===== config.mk =====
export PLATFORM = sky130hd
export DESIGN_NAME = irqc_top
export DESIGN_NICKNAME = d
export VERILOG_FILES = /design/src/irqc_pkg.sv /design/src/irqc_top.sv
export SDC_FILE = /design/constraint.sdc
export NUM_CORES = 1
export LEC_CHECK = 0
export BUFFER_PORTS_ARGS = -buffer_cell sky130_fd_sc_hd__buf_4
export CAP_MARGIN = 0
export CORE_UTILIZATION = 47
export DETAILED_ROUTE_END_ITERATION = 12
export PLACE_DENSITY = 0.91
export SLEW_MARGIN = 25
export SYNTH_ARGS = -nofsm -noshare
export SYNTH_HDL_FRONTEND = slang
export SYNTH_SLANG_ARGS = --single-unit

===== constraint.sdc =====
create_clock -name CLK_SYS_I -period 1.83 [get_ports CLK_SYS_I]
set_input_delay 0 -clock CLK_SYS_I [delete_from_list [all_inputs] [get_ports CLK_SYS_I]]
set_output_delay 0 -clock CLK_SYS_I [all_outputs]
set_load 0.02 [all_outputs]

===== src/irqc_pkg.sv =====
package irqc_pkg;

  localparam int          ADDR_W         = 8;
  localparam int          DATA_W         = 32;
  localparam int          PIN_CNT        = 8;
  localparam int          VEC_W          = 16;

  localparam logic [7:0]  OFS_CTRL       = 8'h00;
  localparam logic [7:0]  OFS_PERIPHERAL_IRQ_ENABLE_1       = 8'h04;
  localparam logic [7:0]  OFS_OPTION     = 8'h08;
  localparam logic [7:0]  OFS_PIN_FLAGS  = 8'h0C;

  localparam int          B_GIE          = 7;
  localparam int          B_PERIPH_IRQ_EN         = 6;
  localparam int          B_T0_EN        = 5;
  localparam int          B_EXT_EN       = 4;
  localparam int          B_PC_EN        = 3;
  localparam int          B_T0_FLAG      = 2;
  localparam int          B_EXT_FLAG     = 1;
  localparam int          B_PC_FLAG      = 0;

  localparam int          B_T1G_EN       = 7;
  localparam int          B_CONV_EN      = 6;
  localparam int          B_RX_EN        = 5;
  localparam int          B_TX_EN        = 4;
  localparam int          B_SS_EN        = 3;
  localparam int          B_PERIPHERAL_IRQ_ENABLE_1_UNIMP   = 2;
  localparam int          B_T2_EN        = 1;
  localparam int          B_T1_EN        = 0;
  localparam logic [7:0]  PERIPHERAL_IRQ_ENABLE_1_MASK      = 8'hFB;
  localparam logic [7:0]  CONV_MASK      = 8'h40;

  localparam int          B_EDGE_SEL     = 0;

  localparam logic [7:0]  CTRL_RST       = 8'h00;
  localparam logic [7:0]  PERIPHERAL_IRQ_ENABLE_1_RST       = 8'h00;
  localparam logic [7:0]  PIN_FLAGS_RST  = 8'h00;
  localparam logic [VEC_W-1:0] IRQ_VECTOR = 16'h0004;

endpackage


===== src/irqc_top.sv =====
// Design decisions made here: the APB interface to the registers and the register offsets.
`timescale 1ns/1ps
module irqc_top
#(
  parameter bit HAS_CONVERTER = 1'b1
)
(
  input  wire logic                           CLK_SYS_I,
  input  wire logic                           ARST_N_I,
  input  wire logic                           PSEL_I,
  input  wire logic                           PENABLE_I,
  input  wire logic                           PWRITE_I,
  input  wire logic [irqc_pkg::ADDR_W-1:0]    PADDR_I,
  input  wire logic [irqc_pkg::DATA_W-1:0]    PWDATA_I,
  output      logic [irqc_pkg::DATA_W-1:0]    PRDATA_O,
  output      logic                           PREADY_O,
  output      logic                           PSLVERR_O,
  input  wire logic                           TIMER0_OVF_I,
  input  wire logic                           EXT_PIN_I,
  input  wire logic [irqc_pkg::PIN_CNT-1:0]   PIN_CHANGE_I,
  input  wire logic [7:0]                     PERIPH_FLAGS_I,
  input  wire logic                           PERIPH2_REQ_I,
  input  wire logic                           IRQ_RETURN_I,
  output      logic                           IRQ_REQ_O,
  output      logic                           IRQ_TAKE_O,
  output      logic [irqc_pkg::VEC_W-1:0]     IRQ_VECTOR_O,
  output      logic                           PIN_CHANGE_PEND_O
);

  logic                          rst_s1_q;
  logic                          rst_n;

  logic [7:0]                    ctrl_q;
  logic [7:0]                    ctrl_d;
  logic [7:0]                    peripheral_irq_enable_1_q;
  logic [7:0]                    peripheral_irq_enable_1_d;
  logic                          edge_sel_q;
  logic                          edge_sel_d;
  logic [irqc_pkg::PIN_CNT-1:0]  pin_flags_q;
  logic [irqc_pkg::PIN_CNT-1:0]  pin_flags_d;
  logic                          ext_prev_q;
  logic                          take_q;
  logic [irqc_pkg::VEC_W-1:0]    vector_q;
  logic [irqc_pkg::DATA_W-1:0]   rdata_q;
  logic [irqc_pkg::DATA_W-1:0]   rdata_d;
  logic                          ext_prev_d;
  logic                          take_d;
  logic [irqc_pkg::VEC_W-1:0]    vector_d;

  logic                          wr_acc;
  logic                          rd_setup;
  logic                          hit;
  logic                          ext_edge;
  logic                          summary;
  logic                          core_pend;
  logic                          periph_pend;
  logic                          irq_req;
  logic [7:0]                    peripheral_irq_enable_1_wmask;
  logic [7:0]                    wbyte;
  logic                          gates_open;

  // reset release through two flops
  always_ff @(posedge CLK_SYS_I or negedge ARST_N_I)
  begin
    if (!ARST_N_I)
    begin
      rst_s1_q <= 1'b0;
      rst_n    <= 1'b0;
    end
    else
    begin
      rst_s1_q <= 1'b1;
      rst_n    <= rst_s1_q;
    end
  end

  function automatic logic addr_hit(input logic [irqc_pkg::ADDR_W-1:0] a);
    addr_hit = (a == irqc_pkg::OFS_CTRL) || (a == irqc_pkg::OFS_PERIPHERAL_IRQ_ENABLE_1) ||
               (a == irqc_pkg::OFS_OPTION) || (a == irqc_pkg::OFS_PIN_FLAGS);
  endfunction

  assign wbyte      = PWDATA_I[7:0];
  assign hit        = addr_hit(PADDR_I);
  assign wr_acc     = PSEL_I && PENABLE_I && PWRITE_I && hit;
  assign rd_setup   = PSEL_I && !PENABLE_I && !PWRITE_I;
  assign PREADY_O   = 1'b1;
  assign PSLVERR_O  = PSEL_I && PENABLE_I && !hit;
  assign PRDATA_O   = rdata_q;

  // converter enable only exists on the converter variant
  // variant bit mask
  assign peripheral_irq_enable_1_wmask = HAS_CONVERTER ? irqc_pkg::PERIPHERAL_IRQ_ENABLE_1_MASK
                                    : (irqc_pkg::PERIPHERAL_IRQ_ENABLE_1_MASK & ~irqc_pkg::CONV_MASK);

  assign ext_edge   = edge_sel_q ? (EXT_PIN_I && !ext_prev_q) : (!EXT_PIN_I && ext_prev_q);

  assign summary    = |pin_flags_q;

  assign core_pend  = (ctrl_q[irqc_pkg::B_T0_EN]  && ctrl_q[irqc_pkg::B_T0_FLAG])  ||
                      (ctrl_q[irqc_pkg::B_EXT_EN] && ctrl_q[irqc_pkg::B_EXT_FLAG]) ||
                      (ctrl_q[irqc_pkg::B_PC_EN]  && summary);

  assign periph_pend = (|(peripheral_irq_enable_1_q & PERIPH_FLAGS_I)) || PERIPH2_REQ_I;

  assign irq_req    = ctrl_q[irqc_pkg::B_GIE] &&
                      (core_pend || (ctrl_q[irqc_pkg::B_PERIPH_IRQ_EN] && periph_pend));
  assign IRQ_REQ_O  = irq_req;
  assign IRQ_TAKE_O = take_q;
  assign IRQ_VECTOR_O      = vector_q;
  assign PIN_CHANGE_PEND_O = summary;

  // both gates open, for the per-source checks
  assign gates_open = ctrl_q[irqc_pkg::B_GIE] && ctrl_q[irqc_pkg::B_PERIPH_IRQ_EN];

  // control and flag register next values
  always_comb
  begin
    ctrl_d      = ctrl_q;
    peripheral_irq_enable_1_d      = peripheral_irq_enable_1_q;
    edge_sel_d  = edge_sel_q;
    pin_flags_d = pin_flags_q;
    if (wr_acc && PADDR_I == irqc_pkg::OFS_CTRL)
    begin
      ctrl_d[7:1] = wbyte[7:1];
    end
    if (wr_acc && PADDR_I == irqc_pkg::OFS_PERIPHERAL_IRQ_ENABLE_1)
    begin
      peripheral_irq_enable_1_d = wbyte & peripheral_irq_enable_1_wmask;
    end
    if (wr_acc && PADDR_I == irqc_pkg::OFS_OPTION)
    begin
      edge_sel_d = wbyte[irqc_pkg::B_EDGE_SEL];
    end
    if (wr_acc && PADDR_I == irqc_pkg::OFS_PIN_FLAGS)
    begin
      pin_flags_d = pin_flags_q & wbyte;
    end
    if (TIMER0_OVF_I)
    begin
      ctrl_d[irqc_pkg::B_T0_FLAG] = 1'b1;
    end
    if (ext_edge)
    begin
      ctrl_d[irqc_pkg::B_EXT_FLAG] = 1'b1;
    end
    pin_flags_d = pin_flags_d | PIN_CHANGE_I;
    if (IRQ_RETURN_I)
    begin
      ctrl_d[irqc_pkg::B_GIE] = 1'b1;
    end
    if (irq_req)
    begin
      ctrl_d[irqc_pkg::B_GIE] = 1'b0;
    end
    ctrl_d[irqc_pkg::B_PC_FLAG] = |pin_flags_d;
  end

  always_ff @(posedge CLK_SYS_I or negedge rst_n)
  begin
    if (!rst_n)
    begin
      ctrl_q      <= irqc_pkg::CTRL_RST;
      peripheral_irq_enable_1_q      <= irqc_pkg::PERIPHERAL_IRQ_ENABLE_1_RST;
      edge_sel_q  <= 1'b0;
      pin_flags_q <= irqc_pkg::PIN_FLAGS_RST;
    end
    else
    begin
      ctrl_q      <= ctrl_d;
      peripheral_irq_enable_1_q      <= peripheral_irq_enable_1_d;
      edge_sel_q  <= edge_sel_d;
      pin_flags_q <= pin_flags_d;
    end
  end

  // read data captured in the setup phase
  always_comb
  begin
    rdata_d = rdata_q;
    if (rd_setup)
    begin
      rdata_d = '0;
      unique case (PADDR_I)
        irqc_pkg::OFS_CTRL:      rdata_d[7:0] = ctrl_q;
        irqc_pkg::OFS_PERIPHERAL_IRQ_ENABLE_1:      rdata_d[7:0] = peripheral_irq_enable_1_q;
        irqc_pkg::OFS_OPTION:    rdata_d[irqc_pkg::B_EDGE_SEL] = edge_sel_q;
        irqc_pkg::OFS_PIN_FLAGS: rdata_d[irqc_pkg::PIN_CNT-1:0] = pin_flags_q;
        default:                 rdata_d = '0;
      endcase
    end
  end

  // pin history and entry pulse next values
  always_comb
  begin
    ext_prev_d = EXT_PIN_I;
    take_d     = irq_req;
    vector_d   = irqc_pkg::IRQ_VECTOR;
  end

  always_ff @(posedge CLK_SYS_I or negedge rst_n)
  begin
    if (!rst_n)
    begin
      rdata_q    <= '0;
      ext_prev_q <= 1'b0;
      take_q     <= 1'b0;
      vector_q   <= '0;
    end
    else
    begin
      rdata_q    <= rdata_d;
      ext_prev_q <= ext_prev_d;
      take_q     <= take_d;
      vector_q   <= vector_d;
    end
  end
endmodule


==> flow_summary.yaml, run 1 <==
status:
  run_status: "finished with violations"
  violations_in_the_final_reports: "negative setup slack"
sta:
  final_hold_viol_count: 0
  fin_tns_setup_ns: -0.00167
  fin_crit_ns: 1.83
  max_clock_freq_mhz: 546
  timing.final.setup_violations: 1
  final.setup.worst_slack_ns: -0.00167
  clock-skew-final_ns: 0.0103
  grt_setup_unrepaired: "true"
  timing_max_transition_violations_final: 0
  min_period_over_period_pct: 100
  worst_hold_slack_ns: 0.0131
finish:
  layout.nets: 333
  drive_above_1_share_pct: 33.5
  design_area_mm2: 0.00272
  layout-area-overhead-vs-synth_pct: 34.8
  insertedDiodeCount: 0
  final_core_util_pct: 66.9
logic_synthesis:
  synth_cell_types: 35
  netlist_area_mm2: 0.00201
  synth_largest_area_cell: "sky130_fd_sc_hd__dfrtp_1"
  adder_and_majority_cell_fraction_of_the_synthesized_area_pct: 0
  synth.top_cell.area_share_pct: 46.0
  synth_top_family_by_area: "buffers and inverters"
  synth.ff_latch_count: 37
  yosysWarningCount: 0
  predominant_post_synthesis_flop_cell: "sky130_fd_sc_hd__dfrtp_1"
  synth.mux.area_fraction_pct: 11.9
  share_of_the_synthesized_area_in_compound_gates_ao_oa_aoi_oai_pct: 10.6
  synth_enable_flop_cells: 0
  synth.avg_cell_area_um2: 10.9
  synth_seq_area_share_pct: 46.0
  syn-instance-count: 185
  yosys.area_share.xor_xnor_pct: 0
  post_synth_and_or_nand_nor_area_fraction_pct: 15.3
  post_synth_main_area_contributors: "sky130_fd_sc_hd__dfrtp_1, sky130_fd_sc_hd__buf_4, sky130_fd_sc_hd__mux2_1"
  asyncSetResetFlopFracSynth_pct: 100
place:
  pre_cts_slack_ns: 0.147
  port_buffers: 52
  hpwl_mm: 3.29
  placed_instance_area_mm2: 0.00232
  gp_routability_congestion: 0.831
drt:
  drt.antenna.violating_nets: 0
  detailedRoute.firstPassIterationCount: 6
  drc: 0
  drtIter0Drc: 61
  routed_wirelength_mm: 4.89
  vias: 1648
  post_drt_via_cell_ratio: 5.17
  wl_per_cell_um: 15.3
worst_hold_path:
  timing.hold.worst.class: "input port to async pin"
cts:
  cts_tree: "done"
  clock_transition_at_the_registers_of_the_reported_paths_ns: 0.08
  clock_latency_ns: 0.29
  clk_path_buf_depth: 2
  clock_tree.root_cell: "sky130_fd_sc_hd__clkbuf_8"
  clock_sink_count: 37
  htree_num_levels: 2
  cts-buffers-inserted: 5
setup_path:
  reg2reg_from: "pin_flags_q[2]"
  critPathKind: "register to output pin"
  crit_path_cells: "nor4_2, nand2_1, a222oi_1, a21boi_1, buf_4"
  worst-r2r-cell-count: 7
  worst_path_largest_cell_delay_ns: 0.41
  crit_buf_inv: 1
  worst-endpoint-arrival_ns: 1.83
  worst_ep_required_time_ns: 1.83
  setup.worst_path.end_class: "output pin"
  crit_family: "compound AO/OA/AOI/OAI gates"
  ff2ff_setup_slack_ns: 0.06
  cp-start-kind: "register"
  crit_path_top_delay_cell: "sky130_fd_sc_hd__dfrtp_1"
  regToRegEndpoint: "ctrl_q[7]"
  worst-path-max-fanout: 3
grt:
  grt_max_degree: 36
  globalRouteTotalUtil_pct: 22.3
  antenna_found_initial: 0
  grt.overflow.total: 0
  vias_in_the_first_global_route: 1537
  grt_first_pass_wirelength_mm: 7.18
floorplan:
  top_level_ports: 118
  width_of_the_chip_um: 67.5
  chipHeight_um: 67.5
  num_rows: 23
  core_area_mm2: 0.00406
  full_die_area_mm2: 0.00455
  initial_utilization_pct: 49.6
power_and_ir_drop:
  vdd.ir_drop.worst_v: 0.000616
  power_frac_seq_pct: 42.8
  switching_share_pct: 23.7
  power_report.internal_total_w: 0.00150
  share_of_power_burned_in_the_clock_network_pct: 42.4
  p_per_area_mw_per_mm2: 722
  comb_power_share_pct: 14.8
  total_switching_power_w: 0.000465
  leakage_nw: 1.33
flow_run:
  maxCapViolCount: 0
[area by class of cell]
class                           count  area (um^2)
Multi-Input combinational cell    143          938
Clock inverter                      3         65.1
Inverter                            1         3.75
Timing Repair Buffer               80          652
Tap cell                           50         62.6
Clock buffer                        5         68.8
Fill cell                         281         1340
Sequential cell                    37          926
[state kept, by name, summed over array words and instances (netlist names)]
signal and count:
IRQ_TAKE_O 1, IRQ_VECTOR_O 1, PRDATA_O 8, ctrl_q 8, edge_sel_q 1, ext_prev_q 1, peripheral_irq_enable_1_q 7, pin_flags_q 8
rst_n 1, rst_s1_q 1
[worst max path at each step]
stage	depth (start not counted)	end	from	slack (ns)
4_1_cts	5	IRQ_REQ_O	pin_flags_q[6]	0.002
3_5_place_dp	6	ctrl_q[0]	PADDR_I[3]	0.15
6_report	5	IRQ_REQ_O	pin_flags_q[2]	-0.002
3_3_place_gp	6	ctrl_q[0]	PADDR_I[3]	0.20
5_1_grt	5	IRQ_REQ_O	pin_flags_q[2]	-0.04
2_1_floorplan	5	ctrl_q[7]	pin_flags_q[6]	0.23
[placed cells by master, fill, tap and decap left out, drive strengths merged, types with 5 or more instances in the layout]
cell,synthesis,layout
mux2,13,13
a22o,7,7
dfrtp,37,37
nor2,7,7
o21ai,15,15
clkbuf,3,5
nand2,14,14
buf,41,61
mux2i,7,7
conb,2,42
nand2b,8,8
dlygate4sd3,0,19
[stage by stage]
step	cells	power, W
after global routing	319	0.00202
after detailed placement	286	0.00110
after CTS	317	0.00195
after global placement	286	0.00109
final	319	0.00196
after floorplan	225	0.00106
[power by group through the flow]
| stage | Sequential (W) | Combinational [W] | Clock [W] |
|---|---|---|---|
| 6_report | 0.000838 | 0.000290 | 0.000832 |
| 5_1_grt | 0.000839 | 0.000315 | 0.000864 |
| 4_1_cts | 0.000838 | 0.000281 | 0.000833 |
| 3_5_place_dp | 0.000854 | 0.000244 | 0 |
| 3_3_place_gp | 0.000853 | 0.000239 | 0 |
| 2_1_floorplan | 0.000866 | 0.000195 | 0 |
[repair_timing]
item / in CTS / in global routing
hold buffers: 19 / 0
setup buffers: 4 / 2
setup endpoints to repair: 1 / 3
hold endpoints to repair: 26 / 0
gates resized for setup: 2 / 4
pin swaps: 2 / 5
[per-layer routing]
metal  vias up  part of all wire (%)  wire length (um)  global-route usage (%)
met5         -                     0                 0                       0
met3        11                   6.1               298                    6.59
met1       810                    37              1810                    25.2
met4         0                   2.1               101                    8.78
li1        740                     -                 -                       -
met2        87                    55              2680                    38.9
[synth_stat cells, types with 2 or more instances]
cell and n:
sky130_fd_sc_hd__a22o_1 7, sky130_fd_sc_hd__a22oi_1 4, sky130_fd_sc_hd__and3_1 2, sky130_fd_sc_hd__and4bb_2 4, sky130_fd_sc_hd__buf_4 40, sky130_fd_sc_hd__clkbuf_1 3, sky130_fd_sc_hd__conb_1 2, sky130_fd_sc_hd__dfrtp_1 37
sky130_fd_sc_hd__mux2_1 7, sky130_fd_sc_hd__mux2_2 6, sky130_fd_sc_hd__mux2i_1 7, sky130_fd_sc_hd__nand2_1 12, sky130_fd_sc_hd__nand2_2 2, sky130_fd_sc_hd__nand2b_1 8, sky130_fd_sc_hd__nand4_1 2, sky130_fd_sc_hd__nor2_1 7
sky130_fd_sc_hd__nor3_2 2, sky130_fd_sc_hd__nor4_1 2, sky130_fd_sc_hd__o21ai_0 15
[worst reg2reg max path, cell delays in order (launching register included)]
cell	delay, ns
sky130_fd_sc_hd__dfrtp_1	0.41
sky130_fd_sc_hd__nor4_2	0.27
sky130_fd_sc_hd__nand2_1	0.13
sky130_fd_sc_hd__a222oi_1	0.38
sky130_fd_sc_hd__a21boi_1	0.16
sky130_fd_sc_hd__buf_4	0.16
sky130_fd_sc_hd__buf_6	0.11
sky130_fd_sc_hd__nor2_4	0.08
[cells by family (layout without fill, tap and decap cells)]
group	after synthesis	count (layout)
and+or+nand+nor	48	48
buffers and inverters	45	89
DFF	37	37
AOI/OAI and AO/OA	32	32
muxes	21	21
other	2	42
Power figures use the tool's default switching activity.
==> run 2, diff against run 1 <==
Settings changed: CORE_UTILIZATION 47 to 44, PLACE_DENSITY 0.91 to 0.87.
Clock period 1.83 ns to 2 ns, I/O delays scaled along.
==> run 2 against run 1 <==
The flow now finishes without violations. Worst setup slack better by 0.24 ns. Hold slack better by 0.016 ns. Final area is 3.1% lower. Non-clock buffer count is 7 lower. Clock power is 20% lower. Sequential power is 8.5% lower. Critical path depth stayed put. Utilization is 6.9 points lower. Count of clock-buffer cells in the layout is 2 higher. Critical endpoint unchanged.
==> flow_summary.yaml, run 2 (synthesis results as in run 1) <==
floorplan:
  initial_utilization_pct: 45.9
  num_rows: 24
  core_area_mm2: 0.00438
  top_level_ports: 118
  full_die_area_mm2: 0.00485
  width_of_the_chip_um: 69.7
  chipHeight_um: 69.7
grt:
  antenna_found_initial: 0
  grt.overflow.total: 0
  gr-usage-met2_pct: 32.3
  vias_in_the_first_global_route: 1525
  busiest_metal_layer_after_global_routing: "met2"
  met1_track_demand_over_resource_in_global_routing_pct: 22.0
  global_route.usage.met3_pct: 4.36
  globalRouteTotalUtil_pct: 18.6
  grt_max_degree: 34
  grt_first_pass_wirelength_mm: 6.96
cts:
  clock_sink_count: 37
  clock_tree.root_cell: "sky130_fd_sc_hd__clkbuf_8"
  clock_transition_at_the_registers_of_the_reported_paths_ns: 0.07
  cts-buffers-inserted: 5
  cts_tree: "done"
  clk_path_buf_depth: 2
  clock_latency_ns: 0.29
  htree_num_levels: 2
place:
  port_buffers: 52
  hpwl_mm: 3.26
  placedCellCount: 286
  gp_routability_congestion: 0.919
  placed_instance_area_mm2: 0.00231
drt:
  drc: 0
  post_drt_via_cell_ratio: 4.91
  drt.antenna.violating_nets: 0
  wl_per_cell_um: 13.7
  vias: 1542
  detailedRoute.firstPassIterationCount: 4
  routed_wirelength_mm: 4.31
  drtIter0Drc: 122
setup_path:
  critPathKind: "register to output pin"
  crit_buf_inv: 1
  worst_ep_required_time_ns: 2.00
  cp-start-kind: "register"
  worst_path_largest_cell_delay_ns: 0.41
  ff2ff_setup_slack_ns: 0.52
  crit_path_cells: "nor4_1, nand2_1, a222oi_1, a21boi_1, buf_4"
  crit_family: "compound AO/OA/AOI/OAI gates"
  setup.worst_path.end: "IRQ_REQ_O"
  worst-endpoint-arrival_ns: 1.76
  worst-r2r-cell-count: 5
  regToRegEndpoint: "ctrl_q[7]"
  startpoint_of_the_worst_setup_timing_path: "pin_flags_q[6]"
  crit_path_top_delay_cell: "sky130_fd_sc_hd__dfrtp_1"
  worstSetupPathDepth: 5
  setup.worst_path.end_class: "output pin"
  reg2reg_from: "pin_flags_q[6]"
  worst-path-max-fanout: 3
sta:
  final_hold_viol_count: 0
  timing_max_transition_violations_final: 0
  fin_tns_setup_ns: 0
  max_clock_freq_mhz: 567
  fin_crit_ns: 1.76
  clock-skew-final_ns: 0.00390
  min_period_over_period_pct: 88.1
  worst_hold_slack_ns: 0.0291
  grt_setup_unrepaired: "false"
  timing.final.setup_violations: 0
worst_hold_path:
  timing.hold.worst.class: "input port to async pin"
finish:
  layout.area.seq_um2: 926
  multi_input_area_um2: 925
  final_layout_fill_cell_count: 374
  drive_above_1_share_pct: 30.5
  final_cell_mix: "sky130_fd_sc_hd__buf_4, sky130_fd_sc_hd__conb_1, sky130_fd_sc_hd__dfrtp_1"
  final_std_cells_w_o_fill: 314
  layout-area-overhead-vs-synth_pct: 30.6
  insertedDiodeCount: 0
  design_area_mm2: 0.00263
  final_common_cell: "sky130_fd_sc_hd__buf_4"
  layout.nets: 326
power_and_ir_drop:
  power_w: 0.00169
  p_per_area_mw_per_mm2: 642
  vdd.ir_drop.worst_v: 0.000384
  leakage_nw: 1.28
status:
  run_status: "finished clean"
flow_run:
  maxCapViolCount: 0
-- run 2: cell count changes in the layout (fill, tap and decap cells not counted) --
cell and change:
sky130_fd_sc_hd__buf_4 -6, sky130_fd_sc_hd__buf_6 -1, sky130_fd_sc_hd__bufinv_16 -1, sky130_fd_sc_hd__clkbuf_1 +1
sky130_fd_sc_hd__clkbuf_8 +1, sky130_fd_sc_hd__clkinv_2 -1, sky130_fd_sc_hd__nor2_1 +1, sky130_fd_sc_hd__nor2_4 -1
sky130_fd_sc_hd__nor4_1 +1, sky130_fd_sc_hd__nor4_2 -1
-- run 2: worst min path at each step --
stage	start	to	depth (start not counted)
final	ARST_N_I	rst_n	2
after global routing	ARST_N_I	rst_n	2
after CTS	ARST_N_I	rst_s1_q	2
after detailed placement	ARST_N_I	rst_s1_q	1
after global placement	ARST_N_I	rst_n	1
after floorplan	ARST_N_I	rst_n	0
-- run 2: per-stage QoR --
stage	worst slack (ns)	utilization (%)
4_1_cts	0.130	59.7
3_3_place_gp	0.277	52.7
6_report	0.237	60.0
2_1_floorplan	0.404	-
5_1_grt	0.0202	60.0
3_5_place_dp	0.253	52.7
-- run 2: cell type report --
type | instances | area share, %
inverters | 1 | 0.143
repair buffers | 73 | 22.6
well taps | 52 | 2.47
clock inverters | 1 | 1.14
flip-flops and latches | 37 | 35.2
clock buffers | 7 | 3.28
multi-input cells | 143 | 35.1
-- run 2: repair_timing --
item	CTS	global route
buffers inserted	0	1
hold buffers	19	0
resized for setup	0	2
hold endpoints to repair	26	0
setup endpoints to repair	0	1
-- run 2: where the power goes --
part / switching [W] / internal, W / leakage (nW)
sequential: 0.00000778 / 0.000760 / 0.445
clock: 0.000262 / 0.000406 / 0.0585
combinational: 0.000145 / 0.000108 / 0.776
-- run 2: per-layer routing --
| metal | wire (um) | part of all wire, % |
|---|---|---|
| met1 | 1720 | 40 |
| met2 | 2170 | 50 |
| met3 | 311 | 7.2 |
| met4 | 110 | 2.6 |
| met5 | 0 | 0 |
